File: src/logic/adi_defs.svh
// constants for the converter digital interface: offsets, fields, resets, sizes
// assumes inclusion by bare name from any file of the block
`ifndef ADI_DEFS_SVH
`define ADI_DEFS_SVH

// sample path sizes
`define ADI_SAMPLE_W 16
`define ADI_PAIRS 8
`define ADI_BUF_DEPTH 2

// synchroniser slots and their reset levels (chip select idles high)
`define ADI_NSYNC 6
`define ADI_SYN_STRAP 0
`define ADI_SYN_ENCP 1
`define ADI_SYN_ENCN 2
`define ADI_SYN_CS 3
`define ADI_SYN_SCK 4
`define ADI_SYN_SDI 5
`define ADI_SYNC_RESET 6'h08

// serial frame: 1 read flag, 7 address bits, 8 data bits, msb first
`define ADI_HALF_LAST 3'h7

// mode register addresses
`define ADI_ADDR_PWR 7'h01
`define ADI_ADDR_CLK 7'h02
`define ADI_ADDR_OUT 7'h03

// mode register fields
`define ADI_PWR_SLEEP 0
`define ADI_CLK_DCS 0
`define ADI_CLK_PH_LSB 1
`define ADI_CLK_PH_MSB 2
`define ADI_OUT_MODE_LSB 0
`define ADI_OUT_MODE_MSB 1
`define ADI_OUT_CUR_LSB 2
`define ADI_OUT_CUR_MSB 4
`define ADI_OUT_TERM 5

// mode register reset values: awake, no clock delay, cmos, nominal current
`define ADI_PWR_RESET 8'h00
`define ADI_CLK_RESET 8'h00
`define ADI_OUT_RESET 8'h00

// lvds drive current code for 3.5 mA, also the nominal setting
`define ADI_CUR_3P5MA 3'h0
`define ADI_PHASE_ZERO 2'h0

`endif

File: src/logic/adi_pkg.sv
// types shared by the converter digital interface
// assumes nothing beyond a SystemVerilog compiler
package adi_pkg;
    typedef enum logic [1:0] {
        ADI_OM_CMOS,
        ADI_OM_DDR_CMOS,
        ADI_OM_DDR_LVDS
    } adi_omode_type;

    typedef enum logic [1:0] {
        ADI_SP_HEAD,
        ADI_SP_DATA,
        ADI_SP_DONE
    } adi_spi_state_type;
endpackage

File: src/logic/adi_pair_buf.sv
// two-entry sample buffer with valid/ready on both sides
// assumes both sides run on core_clk
`timescale 1ns/1ps
`include "adi_defs.svh"
module adi_pair_buf (
    input wire logic core_clk, // core clock
    input wire logic rstn, // sync reset, low
    input wire logic in_valid, // word offered
    output logic in_ready, // room for a word
    input wire logic [`ADI_SAMPLE_W-1:0] in_data, // word in
    output logic out_valid, // word waiting
    input wire logic out_ready, // drain takes word
    output logic [`ADI_SAMPLE_W-1:0] out_data // oldest word
);
    logic [`ADI_SAMPLE_W-1:0] mem_reg [0:`ADI_BUF_DEPTH-1];
    logic wr_ptr_reg;
    logic rd_ptr_reg;
    logic [1:0] count_reg;
    logic push;
    logic pop;

    // honest flags straight from the occupancy count
    assign in_ready = (count_reg != 2'h2);
    assign out_valid = (count_reg != 2'h0);
    assign push = in_valid & in_ready;
    assign pop = out_valid & out_ready;
    assign out_data = mem_reg[rd_ptr_reg];

    // storage, written only on an accepted word
    always_ff @(posedge core_clk) begin
        if (push) begin
            mem_reg[wr_ptr_reg] <= in_data;
        end
    end

    // pointers and count
    always_ff @(posedge core_clk) begin
        if (!rstn) begin
            wr_ptr_reg <= 1'b0;
            rd_ptr_reg <= 1'b0;
            count_reg <= 2'h0;
        end else begin
            if (push) begin
                wr_ptr_reg <= ~wr_ptr_reg;
            end
            if (pop) begin
                rd_ptr_reg <= ~rd_ptr_reg;
            end
            if (push && !pop) begin
                count_reg <= count_reg + 2'h1;
            end else if (pop && !push) begin
                count_reg <= count_reg - 2'h1;
            end
        end
    end
endmodule

File: src/logic/adi_iface.sv
// digital control and output formatting of a 16-bit pipelined converter
// assumes pins arrive asynchronously; encode and serial clock are far slower
// than core_clk; sample words come from core logic on core_clk
`timescale 1ns/1ps
`include "adi_defs.svh"
module adi_iface (
    input wire logic core_clk, // core clock, 50 MHz
    input wire logic rstn, // sync reset, low
    input wire logic program_mode_strap, // low serial, high parallel
    input wire logic encode_clock_pos, // encode, positive
    input wire logic encode_clock_neg, // encode, complement
    input wire logic cs_n, // chip select or stabilizer level
    input wire logic sck, // serial clock or output mode level
    input wire logic sdi, // serial data or sleep level
    input wire logic sdo_in, // sdo wire level, unused
    output logic sdo_out, // sdo drive value, always low
    output logic sdo_oe, // sdo pull-down enable
    input wire logic [`ADI_SAMPLE_W-1:0] sample_data, // converted word
    input wire logic sample_valid, // word offered
    output logic sample_ready, // buffer has room
    output logic conv_start, // one pulse per conversion
    output logic [`ADI_SAMPLE_W-1:0] data_pins, // output pin values
    output logic [`ADI_SAMPLE_W-1:0] data_pins_oe, // pin drive enables
    output logic fwd_data_clock_pos, // forwarded clock
    output logic fwd_data_clock_neg, // forwarded clock, inverse
    output adi_pkg::adi_omode_type out_mode, // active output mode
    output logic lvds_enable, // lvds drivers on
    output logic [2:0] lvds_current, // lvds current code
    output logic lvds_term_en, // internal termination on
    output logic dcs_enable, // duty-cycle stabilizer on
    output logic sleep_mode // power-down
);
    import adi_pkg::*;

    logic [`ADI_NSYNC-1:0] pins_raw;
    logic [`ADI_NSYNC-1:0] pin_s;
    logic [`ADI_NSYNC-1:0] pin_d;
    logic [`ADI_NSYNC-1:0] sync_rst;
    logic serial_mode;
    logic enc_lvl;
    logic enc_lvl_d;
    logic enc_rise;
    logic enc_fall;
    logic sck_rise;
    logic sck_fall;
    logic spi_active;
    adi_spi_state_type spi_state_reg;
    logic [2:0] bit_cnt_reg;
    logic [7:0] shift_reg;
    logic [7:0] head_reg;
    logic [7:0] rx_byte;
    logic wr_fire;
    logic [7:0] pwr_reg;
    logic [7:0] clk_reg;
    logic [7:0] out_reg;
    logic [7:0] rd_word;
    logic [7:0] rd_shift_reg;
    logic rd_loaded_reg;
    adi_omode_type omode_next;
    logic dcs_next;
    logic sleep_next;
    logic [2:0] cur_next;
    logic term_next;
    logic [1:0] phase_next;
    adi_omode_type omode_reg;
    logic [1:0] phase_reg;
    logic buf_valid;
    logic [`ADI_SAMPLE_W-1:0] buf_data;
    logic load_evt;
    logic [`ADI_SAMPLE_W-1:0] word_reg;
    logic odd_reg;
    logic fwd_base_reg;
    logic [2:0] dline_reg;
    logic fwd_next;
    logic [`ADI_SAMPLE_W-1:0] pins_next;
    logic [`ADI_SAMPLE_W-1:0] oe_next;

    assign pins_raw = {sdi, sck, cs_n, encode_clock_neg, encode_clock_pos, program_mode_strap};
    assign sync_rst = `ADI_SYNC_RESET;

    // two-flop synchronisers plus a third stage that edge detection reads
    genvar gi;
    generate
        for (gi = 0; gi < `ADI_NSYNC; gi = gi + 1) begin : g_sync
            logic s1_reg;
            logic s2_reg;
            logic s3_reg;
            always_ff @(posedge core_clk) begin
                if (!rstn) begin
                    s1_reg <= sync_rst[gi];
                    s2_reg <= sync_rst[gi];
                    s3_reg <= sync_rst[gi];
                end else begin
                    s1_reg <= pins_raw[gi];
                    s2_reg <= s1_reg;
                    s3_reg <= s2_reg;
                end
            end
            assign pin_s[gi] = s2_reg;
            assign pin_d[gi] = s3_reg;
        end
    endgenerate

    // strap decides the meaning of the three control pins
    assign serial_mode = ~pin_s[`ADI_SYN_STRAP];
    assign enc_lvl = pin_s[`ADI_SYN_ENCP] & ~pin_s[`ADI_SYN_ENCN];
    assign enc_lvl_d = pin_d[`ADI_SYN_ENCP] & ~pin_d[`ADI_SYN_ENCN];
    assign enc_rise = enc_lvl & ~enc_lvl_d;
    assign enc_fall = ~enc_lvl & enc_lvl_d;
    assign sck_rise = pin_s[`ADI_SYN_SCK] & ~pin_d[`ADI_SYN_SCK];
    assign sck_fall = ~pin_s[`ADI_SYN_SCK] & pin_d[`ADI_SYN_SCK];
    // port live only in serial mode with select low
    assign spi_active = serial_mode & ~pin_s[`ADI_SYN_CS];
    assign rx_byte = {shift_reg[6:0], pin_s[`ADI_SYN_SDI]};

    // serial receive, one bit per rising sck
    always_ff @(posedge core_clk) begin
        if (!rstn || !spi_active) begin
            spi_state_reg <= ADI_SP_HEAD;
            bit_cnt_reg <= 3'h0;
            shift_reg <= 8'h00;
            head_reg <= 8'h00;
        end else if (sck_rise) begin
            shift_reg <= rx_byte;
            bit_cnt_reg <= bit_cnt_reg + 3'h1;
            unique case (spi_state_reg)
                ADI_SP_HEAD: begin
                    if (bit_cnt_reg == `ADI_HALF_LAST) begin
                        head_reg <= rx_byte;
                        spi_state_reg <= ADI_SP_DATA;
                    end
                end
                ADI_SP_DATA: begin
                    if (bit_cnt_reg == `ADI_HALF_LAST) begin
                        spi_state_reg <= ADI_SP_DONE;
                    end
                end
                ADI_SP_DONE: begin
                end
            endcase
        end
    end

    // a write frame commits on its last data bit; extra clocks are ignored
    assign wr_fire = spi_active & sck_rise & (spi_state_reg == ADI_SP_DATA) &
        (bit_cnt_reg == `ADI_HALF_LAST) & ~head_reg[7];

    always_ff @(posedge core_clk) begin
        if (!rstn) begin
            pwr_reg <= `ADI_PWR_RESET;
            clk_reg <= `ADI_CLK_RESET;
            out_reg <= `ADI_OUT_RESET;
        end else if (wr_fire) begin
            if (head_reg[6:0] == `ADI_ADDR_PWR) begin
                pwr_reg <= rx_byte;
            end
            if (head_reg[6:0] == `ADI_ADDR_CLK) begin
                clk_reg <= rx_byte;
            end
            if (head_reg[6:0] == `ADI_ADDR_OUT) begin
                out_reg <= rx_byte;
            end
        end
    end

    // readback mux, unmapped reads as zero
    always_comb begin
        rd_word = 8'h00;
        if (head_reg[6:0] == `ADI_ADDR_PWR) begin
            rd_word = pwr_reg;
        end else if (head_reg[6:0] == `ADI_ADDR_CLK) begin
            rd_word = clk_reg;
        end else if (head_reg[6:0] == `ADI_ADDR_OUT) begin
            rd_word = out_reg;
        end
    end

    // readback: new bit after each falling sck, pull-down only
    assign sdo_out = 1'b0;
    always_ff @(posedge core_clk) begin
        if (!rstn || !spi_active) begin
            rd_shift_reg <= 8'hFF;
            rd_loaded_reg <= 1'b0;
            sdo_oe <= 1'b0;
        end else if (sck_fall && head_reg[7] && spi_state_reg != ADI_SP_HEAD) begin
            if (!rd_loaded_reg) begin
                sdo_oe <= ~rd_word[7];
                rd_shift_reg <= {rd_word[6:0], 1'b1};
                rd_loaded_reg <= 1'b1;
            end else begin
                sdo_oe <= ~rd_shift_reg[7];
                rd_shift_reg <= {rd_shift_reg[6:0], 1'b1};
            end
        end
    end

    // working configuration from registers or from the parallel levels
    always_comb begin
        omode_next = ADI_OM_CMOS;
        dcs_next = 1'b0;
        sleep_next = 1'b0;
        cur_next = `ADI_CUR_3P5MA;
        term_next = 1'b0;
        phase_next = `ADI_PHASE_ZERO;
        if (serial_mode) begin
            dcs_next = clk_reg[`ADI_CLK_DCS];
            sleep_next = pwr_reg[`ADI_PWR_SLEEP];
            cur_next = out_reg[`ADI_OUT_CUR_MSB:`ADI_OUT_CUR_LSB];
            term_next = out_reg[`ADI_OUT_TERM];
            phase_next = clk_reg[`ADI_CLK_PH_MSB:`ADI_CLK_PH_LSB];
            unique case (out_reg[`ADI_OUT_MODE_MSB:`ADI_OUT_MODE_LSB])
                2'h1: omode_next = ADI_OM_DDR_CMOS;
                2'h2: omode_next = ADI_OM_DDR_LVDS;
                default: omode_next = ADI_OM_CMOS;
            endcase
        end else begin
            dcs_next = pin_s[`ADI_SYN_CS];
            sleep_next = pin_s[`ADI_SYN_SDI];
            // sck picks cmos or lvds, never ddr cmos
            omode_next = pin_s[`ADI_SYN_SCK] ? ADI_OM_DDR_LVDS : ADI_OM_CMOS;
        end
    end

    // configuration outputs held in flops
    always_ff @(posedge core_clk) begin
        if (!rstn) begin
            omode_reg <= ADI_OM_CMOS;
            dcs_enable <= 1'b0;
            sleep_mode <= 1'b0;
            lvds_current <= `ADI_CUR_3P5MA;
            lvds_term_en <= 1'b0;
            phase_reg <= `ADI_PHASE_ZERO;
            lvds_enable <= 1'b0;
        end else begin
            omode_reg <= omode_next;
            dcs_enable <= dcs_next;
            sleep_mode <= sleep_next;
            lvds_current <= cur_next;
            lvds_term_en <= term_next;
            phase_reg <= phase_next;
            lvds_enable <= (omode_next == ADI_OM_DDR_LVDS);
        end
    end
    assign out_mode = omode_reg;

    // buffer absorbs words while the output side waits for an encode edge
    adi_pair_buf u_buf (
        .core_clk(core_clk),
        .rstn(rstn),
        .in_valid(sample_valid),
        .in_ready(sample_ready),
        .in_data(sample_data),
        .out_valid(buf_valid),
        .out_ready(load_evt),
        .out_data(buf_data)
    );

    // cmos loads on encode rise, ddr loads on encode fall
    assign load_evt = ~sleep_mode & ((omode_reg == ADI_OM_CMOS) ? enc_rise : enc_fall);

    always_ff @(posedge core_clk) begin
        if (!rstn) begin
            conv_start <= 1'b0;
        end else begin
            conv_start <= enc_rise & ~sleep_mode;
        end
    end

    // held word and ddr half select; empty buffer repeats the last word
    always_ff @(posedge core_clk) begin
        if (!rstn) begin
            word_reg <= '0;
            odd_reg <= 1'b0;
        end else begin
            if (load_evt && buf_valid) begin
                word_reg <= buf_data;
            end
            if (load_evt) begin
                odd_reg <= 1'b0;
            end else if (enc_rise && !sleep_mode) begin
                odd_reg <= 1'b1;
            end
        end
    end

    // clock base: cmos falls with data, ddr tracks half select
    always_ff @(posedge core_clk) begin
        if (!rstn) begin
            fwd_base_reg <= 1'b0;
            dline_reg <= 3'h0;
        end else begin
            if (!sleep_mode) begin
                fwd_base_reg <= (omode_reg == ADI_OM_CMOS) ? ~enc_lvl : enc_lvl;
            end
            dline_reg <= {dline_reg[1:0], fwd_base_reg};
        end
    end

    // delay tap selection; zero keeps default alignment with data
    always_comb begin
        fwd_next = fwd_base_reg;
        if (phase_reg != `ADI_PHASE_ZERO) begin
            fwd_next = dline_reg[phase_reg - 2'h1];
        end
    end

    // pin mapping, pair k on pin 2k+1, its mate or spare slot on pin 2k
    genvar gk;
    generate
        for (gk = 0; gk < `ADI_PAIRS; gk = gk + 1) begin : g_pair
            logic ddr_bit;
            assign ddr_bit = odd_reg ? word_reg[2*gk+1] : word_reg[2*gk];
            always_comb begin
                pins_next[2*gk] = 1'b0;
                pins_next[2*gk+1] = ddr_bit;
                oe_next[2*gk] = 1'b0;
                oe_next[2*gk+1] = 1'b1;
                unique case (omode_reg)
                    ADI_OM_CMOS: begin
                        pins_next[2*gk] = word_reg[2*gk];
                        pins_next[2*gk+1] = word_reg[2*gk+1];
                        oe_next[2*gk] = 1'b1;
                    end
                    // one bit pin, spare slot undriven
                    ADI_OM_DDR_CMOS: begin
                        pins_next[2*gk] = 1'b0;
                    end
                    ADI_OM_DDR_LVDS: begin
                        pins_next[2*gk] = ~ddr_bit;
                        oe_next[2*gk] = 1'b1;
                    end
                    default: begin
                    end
                endcase
            end
        end
    endgenerate

    // pins and both clock legs registered together
    always_ff @(posedge core_clk) begin
        if (!rstn) begin
            data_pins <= '0;
            data_pins_oe <= '0;
            fwd_data_clock_pos <= 1'b0;
            fwd_data_clock_neg <= 1'b1;
        end else begin
            data_pins <= pins_next;
            data_pins_oe <= oe_next;
            fwd_data_clock_pos <= fwd_next;
            fwd_data_clock_neg <= ~fwd_next;
        end
    end

    chk_clk_inverse: assert property (@(posedge core_clk) disable iff (!rstn)
        fwd_data_clock_neg == !fwd_data_clock_pos)
        else $error("forwarded clock legs not complementary");

    chk_par_dcs_level: assert property (@(posedge core_clk) disable iff (!rstn)
        !serial_mode |=> dcs_enable == $past(pin_s[`ADI_SYN_CS]))
        else $error("stabilizer does not follow chip select level");

    chk_par_sleep_level: assert property (@(posedge core_clk) disable iff (!rstn)
        !serial_mode |=> sleep_mode == $past(pin_s[`ADI_SYN_SDI]))
        else $error("sleep does not follow sdi level");

    chk_par_lvds_sel: assert property (@(posedge core_clk) disable iff (!rstn)
        (!serial_mode && pin_s[`ADI_SYN_SCK]) |=> lvds_enable && lvds_current == `ADI_CUR_3P5MA)
        else $error("sck high did not select lvds at nominal current");

    chk_par_no_ddrcmos: assert property (@(posedge core_clk) disable iff (!rstn)
        !serial_mode |=> omode_reg != ADI_OM_DDR_CMOS)
        else $error("ddr cmos selected in parallel mode");

    chk_conv_pulse: assert property (@(posedge core_clk) disable iff (!rstn)
        (enc_rise && !sleep_mode) |=> conv_start ##1 !conv_start)
        else $error("conversion pulse missing or too long");

    chk_cs_high_idle: assert property (@(posedge core_clk) disable iff (!rstn)
        !spi_active |=> bit_cnt_reg == 3'h0 && spi_state_reg == ADI_SP_HEAD && !sdo_oe)
        else $error("serial port active with chip select high");

    chk_write_commit: assert property (@(posedge core_clk) disable iff (!rstn)
        (wr_fire && head_reg[6:0] == `ADI_ADDR_OUT) |=> out_reg == $past(rx_byte))
        else $error("register write lost");

    chk_cmos_pins_map: assert property (@(posedge core_clk) disable iff (!rstn)
        (omode_reg == ADI_OM_CMOS ##1 omode_reg == ADI_OM_CMOS) |->
        data_pins == $past(word_reg) && data_pins_oe == 16'hFFFF)
        else $error("full-rate pins do not carry the held word");

    chk_ddr_spare_slot: assert property (@(posedge core_clk) disable iff (!rstn)
        omode_reg == ADI_OM_DDR_CMOS |=> data_pins_oe == 16'hAAAA)
        else $error("ddr cmos spare slots driven");
endmodule

File: config.mk
export PLATFORM = sky130hd
export DESIGN_NAME = adi_iface
export DESIGN_NICKNAME = d
export VERILOG_FILES = /design/src/logic/adi_pkg.sv /design/src/logic/adi_pair_buf.sv /design/src/logic/adi_iface.sv
export VERILOG_INCLUDE_DIRS = /design/src /design/src/logic
export SDC_FILE = /design/constraint.sdc
export NUM_CORES = 1
export LEC_CHECK = 0
export BUFFER_PORTS_ARGS = -buffer_cell sky130_fd_sc_hd__buf_2
export CORE_MARGIN = 2
export CORE_UTILIZATION = 62
export CTS_CLUSTER_DIAMETER = 120
export DETAILED_ROUTE_END_ITERATION = 10
export GPL_TIMING_DRIVEN = 0
export PLACE_DENSITY = 0.86
export SLEW_MARGIN = 20
export SYNTH_ARGS = -nofsm -noshare
export SYNTH_HDL_FRONTEND = slang
export SYNTH_SLANG_ARGS = --single-unit
File: constraint.sdc
create_clock -name core_clk -period 3.5 [get_ports core_clk]
set_input_delay 0.525 -clock core_clk [delete_from_list [all_inputs] [get_ports core_clk]]
set_output_delay 0.525 -clock core_clk [all_outputs]
set_load 0.005 [all_outputs]
==> results of run 1 <==
metrics by stage:
stage | power, mW | setup slack [ns] | hold WS, ns | util
3_3_place_gp | 2.24 | 1.06 | 0.390 | 0.687
4_1_cts | 4.03 | 0.964 | 0.168 | 0.748
3_5_place_dp | 2.26 | 1.01 | 0.399 | 0.687
6_report | 4.02 | 0.952 | 0.178 | 0.748
2_1_floorplan | 2.17 | 1.17 | 0.386 | -
5_1_grt | 4.14 | 0.831 | 0.163 | 0.748
layer usage:
layer | global-route usage | wire [um]
met5 | 0 | 0
met4 | 0.105 | 174
met3 | 0.0638 | 593
met2 | 0.420 | 6300
met1 | 0.320 | 5740
power groups by stage:
stage	Sequential [mW]	Clock [mW]	Combinational [mW]
after floorplan	2.00	0	0.168
after global placement	2.00	0	0.238
after detailed placement	2.01	0	0.248
after CTS	1.97	1.80	0.252
after global routing	1.98	1.88	0.276
final	1.97	1.80	0.252
cell usage in the layout (no fill, tap or decap), types with 4 or more instances in the layout:
cell type  count
a22oi_1        7
nor2b_1        8
clkbuf_1      24
inv_1          4
nand2b_1      14
a21oi_1       23
o21ai_0       12
clkbuf_16     16
clkinv_4       4
mux2i_1       59
buf_2         72
a311oi_1       4
o211ai_1       7
nor2_1        15
edfxtp_1      32
buf_4         16
nand2_1      115
ha_1           4
mux2_2        25
a21boi_0       9
dfxtp_1      125
inv_6          4
and2_1        32
cell families after synthesis:
group,share of synthesized area
flip-flops,0.564
AND/OR/NAND/NOR,0.162
buffers and inverters,0.0446
other,0.000611
adder cells (fa/ha/maj),0.00816
multiplexers,0.142
XOR/XNOR,0.00856
AO/OA/AOI/OAI,0.0693
worst max path at each step:
| stage | start | to | depth (start not counted) |
|---|---|---|---|
| after global placement | out_mode[1] | u_buf.count_reg[1] | 8 |
| after CTS | out_mode[1] | u_buf.count_reg[1] | 8 |
| after global routing | out_mode[1] | u_buf.count_reg[1] | 8 |
| final | out_mode[1] | u_buf.count_reg[1] | 8 |
| after floorplan | out_mode[1] | u_buf.count_reg[1] | 8 |
| after detailed placement | out_mode[1] | u_buf.count_reg[1] | 8 |
critical path, cell delays in order (launching register included):
cell	delay [ns]
dfxtp_1	0.45
nor2_2	0.10
o21a_1	0.21
or4_1	0.53
buf_6	0.18
buf_6	0.16
ha_1	0.34
or3_1	0.35
a21boi_0	0.16
final cells by class:
type                            instances  area [sq um]  share of cell area
Clock buffer                           18           428              0.0591
Inverter                                4          15.0             0.00207
Buffer                                 48           259              0.0358
Clock inverter                         14           158              0.0218
Multi-Input combinational cell        368          2400               0.332
Sequential cell                       157          3460               0.478
Timing Repair Buffer                   70           350              0.0484
Tap cell                              133           166              0.0230
==> metrics.md, run 1 <==
| Metric | Value |
|---|---|
| Yosys cell types | `45` |
| Total gr overflow | `0` |
| Synth area leader | `dfxtp_1` |
| Hold Path Class | `in2reg` |
| Post-synth net total | `607` |
| Worst Hold Endpoint | `g_sync[3].s1_reg` |
| HP Start | `cs_n` |
| Most frequent cell after synthesis | `dfxtp_1` |
| Initial core utilization | `0.634` |
| WL per Instance | `15.8 um` |
| Die Y | `slightly above 100 um` |
| Share of layout cells above drive strength 1 | `0.227` |
| Max FFs per register | `32` |
| GR Util All Layers | `0.254` |
| Clock Latency Late Sink | `0.53 ns` |
| CP arrival | `roughly 3.0 ns` |
| Area growth from synthesis to layout | `18.0%` |
| Number of buffers created by CTS | `17` |
| # IOs | `73` |
| P_sw | `0.926 mW` |
| Gate Count Post-Synth | `577` |
| Worst slew pin tran | `0.775 ns` |
| Die ar. | `10700 sq um` |
| FF-to-FF Start | `out_mode[1]` |
| Final Instance Area | `about 7200 sq um` |
| Gpl congestion | `0.841` |
| Fin nets | `696` |
| Setup violations, final | `0` |
| Max Clock Freq | `392 MHz` |
| Synthesized area | `6140 sq um` |
| Run status | `completed` |
| Post-synth top cells | `125 x dfxtp_1, 115 x nand2_1, 59 x mux2i_1` |
| Yosys reg bits | `~160` |
| Clock tree buffer depth | `2` |
| Total Wirelength | `12800 um` |
| DR vias | `about 4400` |
| Initial detailed-routing violation count | `270` |
| Slew HR | `0.482` |
| Cells on worst reg2reg path | `8` |
| Data required time of the critical path | `between 3 and 4 ns` |
| Net Sw Frac | `0.230` |
| Total number of yosys warnings | `0` |
| Leakage | `2.93 nW` |
| Fillcell total | `619` |
| # DRC | `0` |
| Power per cell area | `roughly 560 nW/um^2` |
| CTS clk-pin slew, worst paths | `0.07 ns` |
| H-tree levels | `4` |
| Total core area | `between 9000 and 10000 sq um` |
| Hold Vio Cnt, Final | `0` |
| Pin count of the biggest net entering global routing | `17` |
| Post-Layout Cell Count | `812` |
| FP Rows | `36` |
| Reg2Reg Setup Slack | `0.95 ns` |
| Final setup TNS | `0 ns` |
| Post-DRT Antenna Nets | `0` |
| Initial antenna violation count | `0` |
| Worst setup EP type | `flop` |
| Clock power frac | `0.447` |
| Clk sink count | `157` |
| Post-layout minimum cycle time | `about 2.5 ns` |
| CTS tree | `built` |
| Crit Path Class | `reg2reg` |
| First-pass iteration count of the detailed router | `5` |
| First-pass GRT wire length | `20400 um` |
| Final Slew Violations | `0` |
| Syn Area/Cell | `10.6 sq um` |
| Synth top area share | `0.408` |
| Crit path launch type | `flop` |
| Max-cap violations | `0` |
| Vias in the first global route | `between 4000 and 5000` |
| Port bufs | `70` |
| Worst r2r dst | `u_buf.count_reg[1]` |
| Int Pwr | `3.09 mW` |
| Unrepaired setup endpoints after global routing | `false` |
| Maximum vdd ir drop | `0.381 mV` |
| Main synth FF type | `dfxtp_1` |
| CTS resizes | `0` |
| Post-synth EDFFs | `32` |
| Synth top area cells | `dfxtp_1 41%, edfxtp_1 16%, mux2i_1 9.6%` |
| Via density | `5.41` |
| Inserted Diodes | `0` |
| Width of the die | `a little over 100 um` |
| Layout Skew | `~0.0058 ns` |
| Setup bufs post-CTS | `0` |
| Hold_buf cts | `0` |
| Fin crit share | `0.728` |
| Placed insts | `780` |
| HPWL Detailed | `8740 um` |
| Sequential fraction of the synthesis area | `0.564` |
| Comb power frac | `0.063` |
| Asr flop ratio synth | `0` |
| Post-DP Area | `between 6000 and 7000 sq um` |
| Hold Crit Depth | `2` |
| Reg power frac | `0.490` |
| Worst Path Max Fanout | `10` |
| Root Buffer | `clkbuf_8` |
No activity file was read; power rests on OpenSTA's default activity.
==> run 2: changes to the inputs <==
- CORE_UTILIZATION: 62 -> 57
- PLACE_DENSITY: 0.86 -> 0.8
- clock period: 3.5 -> 2.55 ns (I/O delays scaled with it)
==> metrics.md, run 2 (same netlist as run 1, synthesis figures left out) <==
| Metric | Value |
|---|---|
| Run status | `completed` |
| Initial antenna violation count | `0 (unchanged)` |
| Crit Path Class | `reg2reg` |
| Final Slew Violations | `0 (unchanged)` |
| WL per Instance | `15.8 um (about the same)` |
| # DRC | `0 (unchanged)` |
| Cells on worst reg2reg path | `8 (unchanged)` |
| Fillcell total | `762 (+23%)` |
| Root Buffer | `clkbuf_8` |
| Area growth from synthesis to layout | `17.3%` |
| Hold Vio Cnt, Final | `0 (unchanged)` |
| Clock tree buffer depth | `2 (unchanged)` |
| Leakage | `2.90 nW (-1.2%)` |
| HPWL Detailed | `8650 um (-1.0%)` |
| Max layer used | `met4` |
| CTS clk-pin slew, worst paths | `0.06 ns (about the same)` |
| Vias in the first global route | `4372 (-0.14%)` |
| CP arrival | `2.92 ns (-0.08 ns)` |
| Port bufs | `70 (unchanged)` |
| Crit-path slowest cell | `or4_1` |
| FP Rows | `37 (+2.8%)` |
| Multi-input logic area | `2400 sq um (unchanged)` |
| Unrepaired setup endpoints after global routing | `false` |
| Initial detailed-routing violation count | `258 (-4.4%)` |
| Crit path launch type | `flop` |
| Final core utilization | `0.694 (-0.0537)` |
| Reg2Reg Setup Slack | `0.10 ns (-0.85 ns)` |
| Power consumption | `5.34 mW (+33%)` |
| CP Cell Sequence | `nor2_2 -> o21a_1 -> or4_1 -> buf_6 -> buf_6 -> ha_1 -> or3_1 -> a21boi_0` |
| Fin nets | `696 (unchanged)` |
| Final setup TNS | `0 ns (unchanged)` |
| DR vias | `4443 (+1.2%)` |
| Power per cell area | `742 nW/um^2 (+34%)` |
| CTS resizes | `0 (unchanged)` |
| Total gr overflow | `0 (unchanged)` |
| Post-Layout Cell Count | `815 (+0.37%)` |
| Hold_buf cts | `0 (unchanged)` |
| Post-DRT Antenna Nets | `0 (unchanged)` |
| CTS tree | `built` |
| Clk sink count | `157 (unchanged)` |
| Commonest non-fill, non-tap cell in the layout | `dfxtp_1` |
| Worst Path Max Fanout | `10 (unchanged)` |
| Hold Crit Depth | `1 (-1)` |
| Inserted Diodes | `0 (unchanged)` |
| Setup violations, final | `0 (unchanged)` |
| Met2 wire len | `6280 um (-0.24%)` |
| GR Util All Layers | `0.236 (-0.0178)` |
| Most frequent cells in the layout | `124 x dfxtp_1, 115 x nand2_1, 72 x buf_2, 59 x mux2i_1` |
| Met3 WL post-DR | `595 um (+0.34%)` |
| Setup bufs post-CTS | `0 (unchanged)` |
| Placed insts | `783 (+0.38%)` |
| Initial core utilization | `0.592 (-0.0419)` |
| Via density | `5.45 (+0.79%)` |
| Pin count of the biggest net entering global routing | `17 (unchanged)` |
| Slew HR | `0.448 (-0.0346)` |
| Post-layout minimum cycle time | `2.45 ns (-0.0990 ns)` |
| # IOs | `73 (unchanged)` |
| Max FFs per register | `32 (unchanged)` |
| FF+latch area | `3460 sq um (about the same)` |
| Number of buffers created by CTS | `17 (unchanged)` |
| Fin crit share | `0.961 (+0.232)` |
| Largest stage delay on the critical path | `0.52 ns (about the same)` |
| First-pass iteration count of the detailed router | `5 (unchanged)` |
| Met1 wire length | `5700 um (-0.66%)` |
| Total Wirelength | `12800 um (+0.36%)` |
| Die Y | `108 um (+4.1%)` |
| Max-cap violations | `0 (unchanged)` |
| Share of layout cells above drive strength 1 | `0.227 (unchanged)` |
| Layout Skew | `0.00592 ns (+0.0000706 ns)` |
| Worst slew pin tran | `0.827 ns (+0.0518 ns)` |
| H-tree levels | `4 (unchanged)` |
| Gpl congestion | `0.874 (+4.0%)` |
| Width of the die | `108 um (+4.1%)` |
| Final Hold Slack | `0.0250 ns (-0.153 ns)` |
| Data required time of the critical path | `3.02 ns (-0.94 ns)` |
| Hold Path Class | `in2reg` |
| Maximum vdd ir drop | `0.486 mV (+28%)` |
| Max Clock Freq | `408 MHz (+4.0%)` |
| Worst setup EP type | `flop` |
| Clock Latency Late Sink | `0.54 ns (about the same)` |
| Critical path's most frequent cell | `buf_6` |
| Die ar. | `11600 sq um (+8.4%)` |
| First-pass GRT wire length | `21000 um (+2.7%)` |
| Total core area | `10400 sq um (+7.1%)` |
-- run 2: changes by cell type in the layout (fill, tap and decap cells not counted) --
| cell | previous run | this run |
|---|---|---|
| inv_6 | 4 | 2 |
| dfxtp_1 | 125 | 124 |
| clkinvlp_2 | 1 | 2 |
| clkinvlp_4 | 1 | 4 |
| clkbuf_8 | 2 | 1 |
| clkinv_2 | 0 | 2 |
| dfxtp_2 | 0 | 1 |
| clkinv_4 | 4 | 2 |
| bufinv_16 | 2 | 1 |
| inv_8 | 1 | 0 |
| clkinv_1 | 1 | 2 |
-- run 2: critical path, delay by kind of cell (launching register included) --
family / cells / cell delay [ns]
adder cells (fa/ha/maj): 1 / 0.34
buffers and inverters: 2 / 0.34
AO/OA/AOI/OAI: 2 / 0.36
flip-flops: 1 / 0.39
AND/OR/NAND/NOR: 3 / 0.94
-- run 2: area by class of cell --
type / count / share of cell area
Multi-Input combinational cell: 368 / 0.334
Tap cell: 136 / 0.0236
Clock buffer: 17 / 0.0575
Buffer: 48 / 0.0360
Inverter: 4 / 0.00209
Sequential cell: 157 / 0.481
Clock inverter: 15 / 0.0170
Timing Repair Buffer: 70 / 0.0487
-- run 2: through the flow --
step	cell area (sq um)	setup slack [ns]
5_1_grt	7200	0.0200
3_3_place_gp	6660	0.109
3_5_place_dp	6660	0.0415
4_1_cts	7200	0.0192
6_report	7200	0.101
2_1_floorplan	6140	0.218
-- run 2: where the power goes --
group | internal [mW] | leakage [nW] | switching [mW] | total (mW)
Combinational | 0.156 | 1.34 | 0.190 | 0.345
Sequential | 2.65 | 1.31 | 0.0508 | 2.71
Clock | 1.28 | 0.247 | 1.01 | 2.29
-- run 2: final timing paths --
kind | startpoint | end
max | out_mode[1] | u_buf.count_reg[1]
min | sample_data[13] | u_buf.mem_reg[0][13]
max reg2reg | out_mode[1] | u_buf.count_reg[1]
min reg2reg | g_sync[3].s1_reg | g_sync[3].s2_reg
-- run 2: metal layers --
layer / GRT usage / vias to the layer above
met4: 0.120 / 0
met2: 0.378 / 138
met5: 0 / -
met1: 0.297 / 2159
li1: - / 2122
met3: 0.0605 / 24
